**src/verilog/hbm_consts.vh**
```
/*
 * Shared constants for the H-bridge motor control logic: bridge states,
 * output drive codes and timing figures.
 * Assumes a 10 MHz reference clock; counts derive from the rate below.
 */
`ifndef HBM_CONSTS_VH
`define HBM_CONSTS_VH

// ==========================================================================
// Clock rate
// ==========================================================================
`define HBM_CLK_HZ          10000000

// ==========================================================================
// Timing figures in their own units, then cycle counts
// ==========================================================================
`define HBM_BRAKE_HOLD_US   1000
`define HBM_OFF_TIME_US     11
`define HBM_BLANK_NS        200
`define HBM_WAKE_US         500
`define HBM_OC_RETRY_US     4000
`define HBM_BRAKE_HOLD_CYC  ((`HBM_BRAKE_HOLD_US * (`HBM_CLK_HZ / 1000000)))
`define HBM_OFF_TIME_CYC    ((`HBM_OFF_TIME_US * (`HBM_CLK_HZ / 1000000)))
`define HBM_BLANK_CYC       ((`HBM_BLANK_NS * (`HBM_CLK_HZ / 1000000) + 999) / 1000)
`define HBM_WAKE_CYC        ((`HBM_WAKE_US * (`HBM_CLK_HZ / 1000000)))
`define HBM_OC_RETRY_CYC    ((`HBM_OC_RETRY_US * (`HBM_CLK_HZ / 1000000)))

// ==========================================================================
// Half-bridge output drive codes {drive_en, level}
// ==========================================================================
`define HBM_OUT_Z           2'h0
`define HBM_OUT_LOW         2'h2
`define HBM_OUT_HIGH        2'h3

// ==========================================================================
// Commanded bridge function
// ==========================================================================
`define HBM_FN_COAST        2'h0
`define HBM_FN_REV          2'h1
`define HBM_FN_FWD          2'h2
`define HBM_FN_BRAKE        2'h3

`endif

```
**src/verilog/hbm_timer.v**
```verilog
/*
 * Down-counting interval timer: load starts a count of LENGTH cycles,
 * done pulses for one cycle when it runs out, busy is high meanwhile.
 * Assumes load is a one-cycle request; a new load restarts the count.
 */
`timescale 1ns/1ps

module hbm_timer #(
  parameter WIDTH  = 16,
  parameter LENGTH = 10
) (
  // Clock and reset
  input  wire             ref_clk,
  input  wire             rstn,
  // Control
  input  wire             load,
  input  wire             abort,
  // Status
  output reg              busy,
  output reg              done
);

  reg [WIDTH-1:0] count_reg;

  // ========================================================================
  // Counter
  // ========================================================================
  // Abort wins so a shutdown never lets a stale interval expire
  always @(posedge ref_clk or negedge rstn) begin
    if (!rstn) begin
      count_reg <= {WIDTH{1'b0}};
      busy      <= 1'b0;
      done      <= 1'b0;
    end else if (abort) begin
      count_reg <= {WIDTH{1'b0}};
      busy      <= 1'b0;
      done      <= 1'b0;
    end else if (load) begin
      count_reg <= LENGTH[WIDTH-1:0] - {{(WIDTH-1){1'b0}}, 1'b1};
      busy      <= 1'b1;
      done      <= 1'b0;
    end else if (busy && count_reg == {WIDTH{1'b0}}) begin
      busy      <= 1'b0;
      done      <= 1'b1;
    end else begin
      count_reg <= busy ? count_reg - {{(WIDTH-1){1'b0}}, 1'b1} : count_reg;
      done      <= 1'b0;
    end
  end

endmodule // hbm_timer

```
**src/verilog/hbm_input_decode.v**
```verilog
/*
 * Input decoder: maps the two-input or enable/direction pin pair onto a
 * bridge function and detects the held pattern that asks for low-quiescent
 * brake. Assumes pins are synchronous to ref_clk.
 */
`timescale 1ns/1ps
`include "hbm_consts.vh"

module hbm_input_decode #(
  parameter HOLD_WIDTH = 14,
  parameter HOLD_CYC   = `HBM_BRAKE_HOLD_CYC
) (
  // Clock and reset
  input  wire       ref_clk,
  input  wire       rstn,
  // Pins
  input  wire       variant_en_dir,
  input  wire       bridge_input_a,
  input  wire       bridge_input_b,
  input  wire       bridge_enable_in,
  input  wire       active,
  // Decoded
  output reg  [1:0] bridge_fn,
  output reg        lowq_brake
);

  reg [HOLD_WIDTH-1:0] hold_reg;
  reg [1:0]            fn_next;
  reg                  hold_pat;

  // ========================================================================
  // Truth tables
  // ========================================================================
  // Enable/direction variant never coasts: enable low is brake
  always @* begin
    hold_pat = 1'b0;
    if (variant_en_dir) begin
      if (!bridge_enable_in)
        fn_next = `HBM_FN_BRAKE;
      else if (bridge_input_a)
        fn_next = `HBM_FN_FWD;
      else
        fn_next = `HBM_FN_REV;
      hold_pat = !bridge_enable_in;
    end else begin
      case ({bridge_input_a, bridge_input_b})
        2'h0:    fn_next = `HBM_FN_COAST;
        2'h1:    fn_next = `HBM_FN_REV;
        2'h2:    fn_next = `HBM_FN_FWD;
        default: fn_next = `HBM_FN_BRAKE;
      endcase
      hold_pat = bridge_input_a && bridge_input_b;
    end
  end

  // ========================================================================
  // Held-pattern timer
  // ========================================================================
  // Saturates, so a long brake stays in low-quiescent mode
  always @(posedge ref_clk or negedge rstn) begin
    if (!rstn) begin
      hold_reg   <= {HOLD_WIDTH{1'b0}};
      lowq_brake <= 1'b0;
      bridge_fn  <= `HBM_FN_COAST;
    end else begin
      bridge_fn <= fn_next;
      if (!active || !hold_pat) begin
        hold_reg   <= {HOLD_WIDTH{1'b0}};
        lowq_brake <= 1'b0;
      end else if (hold_reg >= HOLD_CYC[HOLD_WIDTH-1:0] - {{(HOLD_WIDTH-1){1'b0}}, 1'b1}) begin
        lowq_brake <= 1'b1;
      end else begin
        hold_reg <= hold_reg + {{(HOLD_WIDTH-1){1'b0}}, 1'b1};
      end
    end
  end

endmodule // hbm_input_decode

```
**src/verilog/hbm_bridge_ctrl.v**
```verilog
/*
 * Top of the H-bridge motor control logic: input decode, constant-off-time
 * current regulation with blanking, sleep and wake, and fault sequencing
 * for overcurrent, overtemperature, undervoltage and overvoltage.
 * Assumes analog comparators arrive as clean levels synchronous to ref_clk
 * and that rstn also carries the undervoltage reset of the logic.
 */
`timescale 1ns/1ps
`include "hbm_consts.vh"

module hbm_bridge_ctrl #(
  parameter WAKE_CYC     = `HBM_WAKE_CYC,
  parameter OC_RETRY_CYC = `HBM_OC_RETRY_CYC,
  parameter HOLD_CYC     = `HBM_BRAKE_HOLD_CYC,
  parameter OFF_CYC      = `HBM_OFF_TIME_CYC,
  parameter BLANK_CYC    = `HBM_BLANK_CYC
) (
  // Clock and reset
  input  wire ref_clk,
  input  wire rstn,
  // Configuration
  input  wire variant_en_dir,
  input  wire overcurrent_select,
  // Host control pins
  input  wire bridge_input_a,
  input  wire bridge_input_b,
  input  wire bridge_enable_in,
  input  wire sleep_n_in,
  // Analog comparators
  input  wire current_set_grounded,
  input  wire trip_rise_cmp,
  input  wire trip_fall_cmp,
  input  wire overcurrent_lo_cmp,
  input  wire overcurrent_hi_cmp,
  input  wire short_to_supply_cmp,
  input  wire thermal_shutdown_level,
  input  wire supply_overvoltage_level,
  // Bridge gate drive
  output reg  hs1_on,
  output reg  ls1_on,
  output reg  hs2_on,
  output reg  ls2_on,
  // Support circuits
  output reg  charge_pump_en,
  output reg  sense_en,
  output reg  lowq_mode,
  // Fault pin
  output reg  fault_n_out,
  output reg  fault_oe
);

  // Regulation states
  localparam RG_DRIVE = 2'h0;
  localparam RG_DECAY = 2'h1;
  localparam RG_WAIT  = 2'h2;

  wire [1:0] bridge_fn;
  wire       lowq_brake;
  wire       wake_busy;
  wire       wake_done;
  wire       oc_busy;
  wire       oc_done;
  wire       off_busy;
  wire       off_done;
  wire       blank_busy;

  reg        awake_reg;
  reg        sleep_d_reg;
  reg        oc_latched_reg;
  reg [1:0]  rg_state_reg;
  reg [1:0]  rg_state_next;
  reg [1:0]  fn_prev_reg;
  reg        hs1_next;
  reg        ls1_next;
  reg        hs2_next;
  reg        ls2_next;
  reg        off_load;
  reg        blank_load;

  wire       oc_cmp;
  wire       oc_trip;
  wire       shutdown;
  wire       active;
  wire       reg_allowed;
  wire       driving;
  wire       ls_on;

  // ========================================================================
  // Input decode
  // ========================================================================
  hbm_input_decode #(
    .HOLD_WIDTH (14),
    .HOLD_CYC   (HOLD_CYC)
  ) u_decode (
    .ref_clk          (ref_clk),
    .rstn             (rstn),
    .variant_en_dir   (variant_en_dir),
    .bridge_input_a   (bridge_input_a),
    .bridge_input_b   (bridge_input_b),
    .bridge_enable_in (bridge_enable_in),
    .active           (active),
    .bridge_fn        (bridge_fn),
    .lowq_brake       (lowq_brake)
  );

  // ========================================================================
  // Sleep and wake
  // ========================================================================
  // start-up delay
  hbm_timer #(
    .WIDTH  (13),
    .LENGTH (WAKE_CYC)
  ) u_wake (
    .ref_clk (ref_clk),
    .rstn    (rstn),
    .load    (sleep_n_in && !sleep_d_reg),
    .abort   (!sleep_n_in),
    .busy    (wake_busy),
    .done    (wake_done)
  );

  always @(posedge ref_clk or negedge rstn) begin
    if (!rstn) begin
      sleep_d_reg <= 1'b0;
      awake_reg   <= 1'b0;
    end else begin
      sleep_d_reg <= sleep_n_in;
      if (!sleep_n_in)
        awake_reg <= 1'b0;
      else if (wake_done)
        awake_reg <= 1'b1;
    end
  end

  // ========================================================================
  // Overcurrent retry
  // ========================================================================
  // threshold select, floating is high
  assign oc_cmp  = overcurrent_select ? overcurrent_lo_cmp : overcurrent_hi_cmp;
  // Low-quiescent brake keeps only the short-to-supply check
  assign oc_trip = lowq_brake ? short_to_supply_cmp : oc_cmp;

  hbm_timer #(
    .WIDTH  (16),
    .LENGTH (OC_RETRY_CYC)
  ) u_oc (
    .ref_clk (ref_clk),
    .rstn    (rstn),
    .load    (active && oc_trip && !oc_latched_reg),
    .abort   (!awake_reg),
    .busy    (oc_busy),
    .done    (oc_done)
  );

  // Latch holds through the retry so a sticky short re-trips cleanly
  always @(posedge ref_clk or negedge rstn) begin
    if (!rstn)
      oc_latched_reg <= 1'b0;
    else if (!awake_reg)
      oc_latched_reg <= 1'b0;
    else if (active && oc_trip)
      oc_latched_reg <= 1'b1;
    else if (oc_done)
      oc_latched_reg <= 1'b0;
  end

  // overvoltage level, hysteresis is in the comparator
  assign shutdown = oc_latched_reg || thermal_shutdown_level || supply_overvoltage_level;
  assign active   = awake_reg && !shutdown;

  // ========================================================================
  // Current regulation
  // ========================================================================
  // grounded node disables regulation
  assign reg_allowed = !current_set_grounded && !lowq_brake;
  assign driving     = (bridge_fn == `HBM_FN_FWD) || (bridge_fn == `HBM_FN_REV);

  hbm_timer #(
    .WIDTH  (8),
    .LENGTH (OFF_CYC)
  ) u_off (
    .ref_clk (ref_clk),
    .rstn    (rstn),
    .load    (off_load),
    .abort   (!active),
    .busy    (off_busy),
    .done    (off_done)
  );

  hbm_timer #(
    .WIDTH  (8),
    .LENGTH (BLANK_CYC)
  ) u_blank (
    .ref_clk (ref_clk),
    .rstn    (rstn),
    .load    (blank_load),
    .abort   (!active),
    .busy    (blank_busy),
    .done    ()
  );

  // Regulation state and bridge switch selection
  always @* begin
    rg_state_next = rg_state_reg;
    off_load      = 1'b0;
    blank_load    = 1'b0;
    hs1_next      = 1'b0;
    ls1_next      = 1'b0;
    hs2_next      = 1'b0;
    ls2_next      = 1'b0;
    if (!active || !driving || !reg_allowed) begin
      rg_state_next = RG_DRIVE;
    end else begin
      case (rg_state_reg)
        RG_DRIVE: begin
          // trip to slow decay, ignored while blanked
          if (trip_rise_cmp && !blank_busy) begin
            rg_state_next = RG_DECAY;
            off_load      = 1'b1;
          end
        end
        RG_DECAY: begin
          if (off_done && !trip_fall_cmp) begin
            rg_state_next = RG_DRIVE;
            blank_load    = 1'b1;
          end else if (off_done) begin
            rg_state_next = RG_WAIT;
          end
        end
        RG_WAIT: begin
          if (!trip_fall_cmp) begin
            rg_state_next = RG_DRIVE;
            blank_load    = 1'b1;
          end
        end
        default: rg_state_next = RG_DRIVE;
      endcase
    end
    // New drive direction counts as a turn-on
    if (active && driving && bridge_fn != fn_prev_reg)
      blank_load = 1'b1;
    if (active) begin
      case (bridge_fn)
        `HBM_FN_FWD: begin
          hs1_next = (rg_state_next == RG_DRIVE);
          ls2_next = 1'b1;
          ls1_next = (rg_state_next != RG_DRIVE);
        end
        `HBM_FN_REV: begin
          hs2_next = (rg_state_next == RG_DRIVE);
          ls1_next = 1'b1;
          ls2_next = (rg_state_next != RG_DRIVE);
        end
        `HBM_FN_BRAKE: begin
          ls1_next = 1'b1;
          ls2_next = 1'b1;
        end
        default: begin
          hs1_next = 1'b0;
        end
      endcase
    end
  end

  // sense while a low side conducts
  assign ls_on = ls1_next || ls2_next;

  // ========================================================================
  // Output registers
  // ========================================================================
  // lockout resets all state
  always @(posedge ref_clk or negedge rstn) begin
    if (!rstn) begin
      rg_state_reg   <= RG_DRIVE;
      fn_prev_reg    <= `HBM_FN_COAST;
      hs1_on         <= 1'b0;
      ls1_on         <= 1'b0;
      hs2_on         <= 1'b0;
      ls2_on         <= 1'b0;
      charge_pump_en <= 1'b0;
      sense_en       <= 1'b0;
      lowq_mode      <= 1'b0;
      fault_n_out    <= 1'b1;
      fault_oe       <= 1'b0;
    end else begin
      rg_state_reg   <= rg_state_next;
      fn_prev_reg    <= active ? bridge_fn : `HBM_FN_COAST;
      hs1_on         <= hs1_next;
      ls1_on         <= ls1_next;
      hs2_on         <= hs2_next;
      ls2_on         <= ls2_next;
      charge_pump_en <= sleep_n_in;
      sense_en       <= ls_on && !lowq_brake;
      lowq_mode      <= active && lowq_brake;
      // regulation never reaches the fault pin
      // open drain pulled low on protection faults
      fault_n_out    <= !(awake_reg && shutdown);
      fault_oe       <= awake_reg && shutdown;
    end
  end

endmodule // hbm_bridge_ctrl

```
**config.mk**
```make
export PLATFORM = sky130hd
export DESIGN_NAME = hbm_bridge_ctrl
export DESIGN_NICKNAME = d
export VERILOG_FILES = /design/src/verilog/hbm_timer.v /design/src/verilog/hbm_input_decode.v /design/src/verilog/hbm_bridge_ctrl.v
export VERILOG_INCLUDE_DIRS = /design/src /design/src/verilog
export SDC_FILE = /design/constraint.sdc
export NUM_CORES = 1
export LEC_CHECK = 0
export BUFFER_PORTS_ARGS = -buffer_cell sky130_fd_sc_hd__clkbuf_2
export CAP_MARGIN = 20
export CORE_MARGIN = 1
export CORE_UTILIZATION = 45
export DETAILED_ROUTE_END_ITERATION = 16
export PLACE_DENSITY = 0.66
export SETUP_SLACK_MARGIN = 0.2
export SLEW_MARGIN = 20
export SYNTH_ARGS = -nofsm -noshare
export SYNTH_HDL_FRONTEND = slang
export SYNTH_SLANG_ARGS = --single-unit
```
**constraint.sdc**
```tcl
create_clock -name ref_clk -period 1.7 [get_ports ref_clk]
set_input_delay 0.085 -clock ref_clk [delete_from_list [all_inputs] [get_ports ref_clk]]
set_output_delay 0.085 -clock ref_clk [all_outputs]
set_load 0.02 [all_outputs]
```
==> impl_metrics.yaml <==
routing:
  drc: 0
  vias: 3808
  wire_per_inst_microns: 15.7
  number_of_nets_still_failing_antenna_checks_after_routing: 0
  drt_first_iter_violations: 134
  via_per_inst: 5.40
  drt_first_pass_iters: 4
  wl_microns: 11000
floorplanning:
  effective_utilization_at_floorplan_pct: 46.8
  fp.dieH_microns: 101
  boundaryPins: 25
  core-area_sq_um: 9330
  floorplan.die_area_sq_um: 10100
  fp-row-count: 35
  chipWidth_microns: 101
sta:
  rsz_0062_raised_after_global_routing: "true"
  final_min_period_over_clock_period_pct: 108
  finalHoldWorstSlack_ns: 0.0244
  timing_worst_slew_pin_value_ns: 0.481
  hold_viol_final: 0
  fin_skew_ns: 0.00980
  drv_slew: 0
  rel_slew_slack_pct: 67.6
  max_freq_mhz: 545
  finalSetupViolCount: 18
  period_needed_ns: 1.84
  finalSetupTns_ns: -1.01
  postLayoutSetupSlackWorst_ns: -0.136
cells_and_area:
  antenna-diode-count: 0
  final-instance-count-excl-fill: 705
  final_core_util_pct: 69.9
  largest_reg_flops: 16
  post_route_cells_drive_above_1_share_pct: 47.6
  finish.net_count: 602
  layout-area-overhead-vs-synth_pct: 49.2
cts:
  clk-insertion-delay-late_ns: 0.34
  clock_tree.root_cell: "clkbuf_8"
  cts_sinks: 84
  path_clk_slew_ns: 0.09
  max-clock-path-buffers: 2
  clock_tree.htree_level_count: 3
  cts-buffers-inserted: 9
  tritoncts_clock_tree: "built"
worst_setup_path:
  family_with_the_most_delay_on_the_worst_path: "simple AND/OR/NAND/NOR gates"
  timing.setup.critical_path_class: "reg2reg"
  path_cells: "or4_4 > nor4b_4 > and2b_4 > or4_1 > a31oi_1"
  crit_path_start_kind: "flip-flop"
  crit_buf_inv: 0
  cp.arrival_ns: 2.05
  crit_path_max_incr_delay_ns: 0.59
  setup.worst_path.end_class: "flip-flop"
  worstPathMaxFanout: 6
  critPathSlowestCell: "or4_4"
  timing.critical_path.required_ns: 1.92
synth:
  synth_top_area_share_pct: 47.5
  number_of_enable_flip_flop_cells_after_synthesis: 0
  seq_area_frac_synth_pct: 48.1
  synthFlopType: "dfrtp_1"
  syn-mean-instance-area_sq_um: 9.95
  syn_nets: 470
  synthesized_area_sq_um: 4370
  post_synthesis_register_bit_count: 84
  synth.yosys.warnings: 0
  ys_types: 57
  synth.largest_area_cell: "dfrtp_1"
  post_synth_inst_count: 439
  ys_async_sr_fraction_pct: 100
  synthTopCellsByArea: "dfrtp_1 (48%), xnor2_1 (5.6%), ha_1 (4.3%)"
place:
  place_inst: 649
  place.gp.congestion: 0.858
  placement.io_buffers: 24
  detailedPlacementHpwl_microns: 6750
grt:
  wire_length_of_the_first_global_routing_pass_microns: 17600
  grtUsageTotal_pct: 21.9
  via_count_of_the_first_global_routing_pass: 3767
  antenna_found_initial: 0
  global_route.usage.met1_pct: 27.6
  top_usage_layer: "met2"
  largest_net_degree_at_the_start_of_global_routing: 44
  globalRouteOverflowTotal: 0
  gr-usage-met3_pct: 3.81
  grt.met2_usage_pct: 38.4
power_and_ir_drop:
  vdd.ir_drop.worst_mv: 0.497
  power_leakage_nw: 2.72
  power_per_cell_area_nw_per_um2: 646
  post-layout-total-power_w: 0.00421
flow_run:
  cap_violations: 0
outcome:
  outcome: "complete, but fails checks"
  failing_checks: "setup timing"
worst_hold_path:
  hold_class: "in2reg"
[per-layer routing]
layer,up-vias,share of wire [%]
met5,-,0
met4,0,1.6
met3,15,2.3
met2,70,52
met1,1895,44
li1,1828,-
[cell usage in the layout (no fill, tap or decap), types with 7 or more instances in the layout]
master	synthesis	routed
clkbuf_2	0	23
a21oi_2	0	9
buf_6	0	18
ha_4	0	7
nor2_2	1	8
buf_4	0	82
a21boi_1	0	7
nor2_1	49	37
nand2_2	0	7
xnor2_1	28	22
clkbuf_8	0	10
nor4_4	1	8
a21oi_1	23	10
o21ai_0	18	11
nand3_1	16	10
xor2_1	12	10
nand4_1	8	8
nand2_1	36	28
inv_1	15	7
dfrtp_1	83	78
nand2b_1	8	7
[path summary, 6_finish.rpt]
kind                                          from               endpoint  slack, ns  cells after the start
worst max-delay path            u_oc.count_reg[13]      u_oc.count_reg[5]      -0.14                      5
worst min-delay path                variant_en_dir  u_decode.bridge_fn[1]       0.02                      3
worst max register to register  u_oc.count_reg[13]      u_oc.count_reg[5]      -0.14                      5
worst min register to register           u_oc.done         oc_latched_reg       0.45                      1
max in group asynchronous                     rstn     u_off.count_reg[2]       0.91                      3
min in group asynchronous                     rstn        rg_state_reg[1]       0.12                      2
[worst reg2reg max path: cells and delay by family, from the launching register on]
kind	cells	cell delay [ns]
AND/OR/NAND/NOR	4	1.26
flip-flops	1	0.39
AO/OA/AOI/OAI	1	0.08
[power breakdown]
| part | leakage, nW | internal (W) | switching, W |
|---|---|---|---|
| combinational | 1.46 | 0.000205 | 0.000215 |
| clock | 0.117 | 0.00102 | 0.000722 |
| sequential | 1.14 | 0.00202 | 0.0000289 |
[logic make-up after synthesis]
group	after synthesis	share of synthesized area (%)
xor+xnor	40	8.02
buf+inv	24	2.06
mux	7	1.69
fa+ha+maj	15	4.30
compound gates	76	10.8
simple gates	193	25.0
flops	84	48.1
[timing repair]
item,in CTS,in global routing
setup endpoints to repair,68,73
hold buffers,5,0
gates cloned,0,1
pin swaps,52,39
hold endpoints to repair,86,0
resized for setup,78,85
buffers inserted,21,13
[cells in the mapped netlist, types with 11 or more instances]
cell	count
nand3_1	16
nor3_1	11
dfrtp_1	83
xnor2_1	28
nor4_1	13
ha_1	15
nand2_1	36
nor2_1	49
a21oi_1	23
o21ai_0	18
xor2_1	12
inv_1	15
[per-stage QoR]
step / worst slack, ns / instance area (sq um)
final: -0.136 / 6520
after global routing: -0.213 / 6520
after CTS: -0.110 / 6050
after detailed placement: -0.111 / 5260
after global placement: -0.0533 / 5260
after floorplan: -0.00919 / 4520
[cell type report]
cell class	instances	area, sq um
inverter	16	65.1
fill	639	2810
multi-input combinational	331	2940
clock buffer	12	145
timing repair buffer	129	1000
sequential	84	2110
tap	129	161
clock inverter	4	97.6
Power figures use the tool's default switching activity.
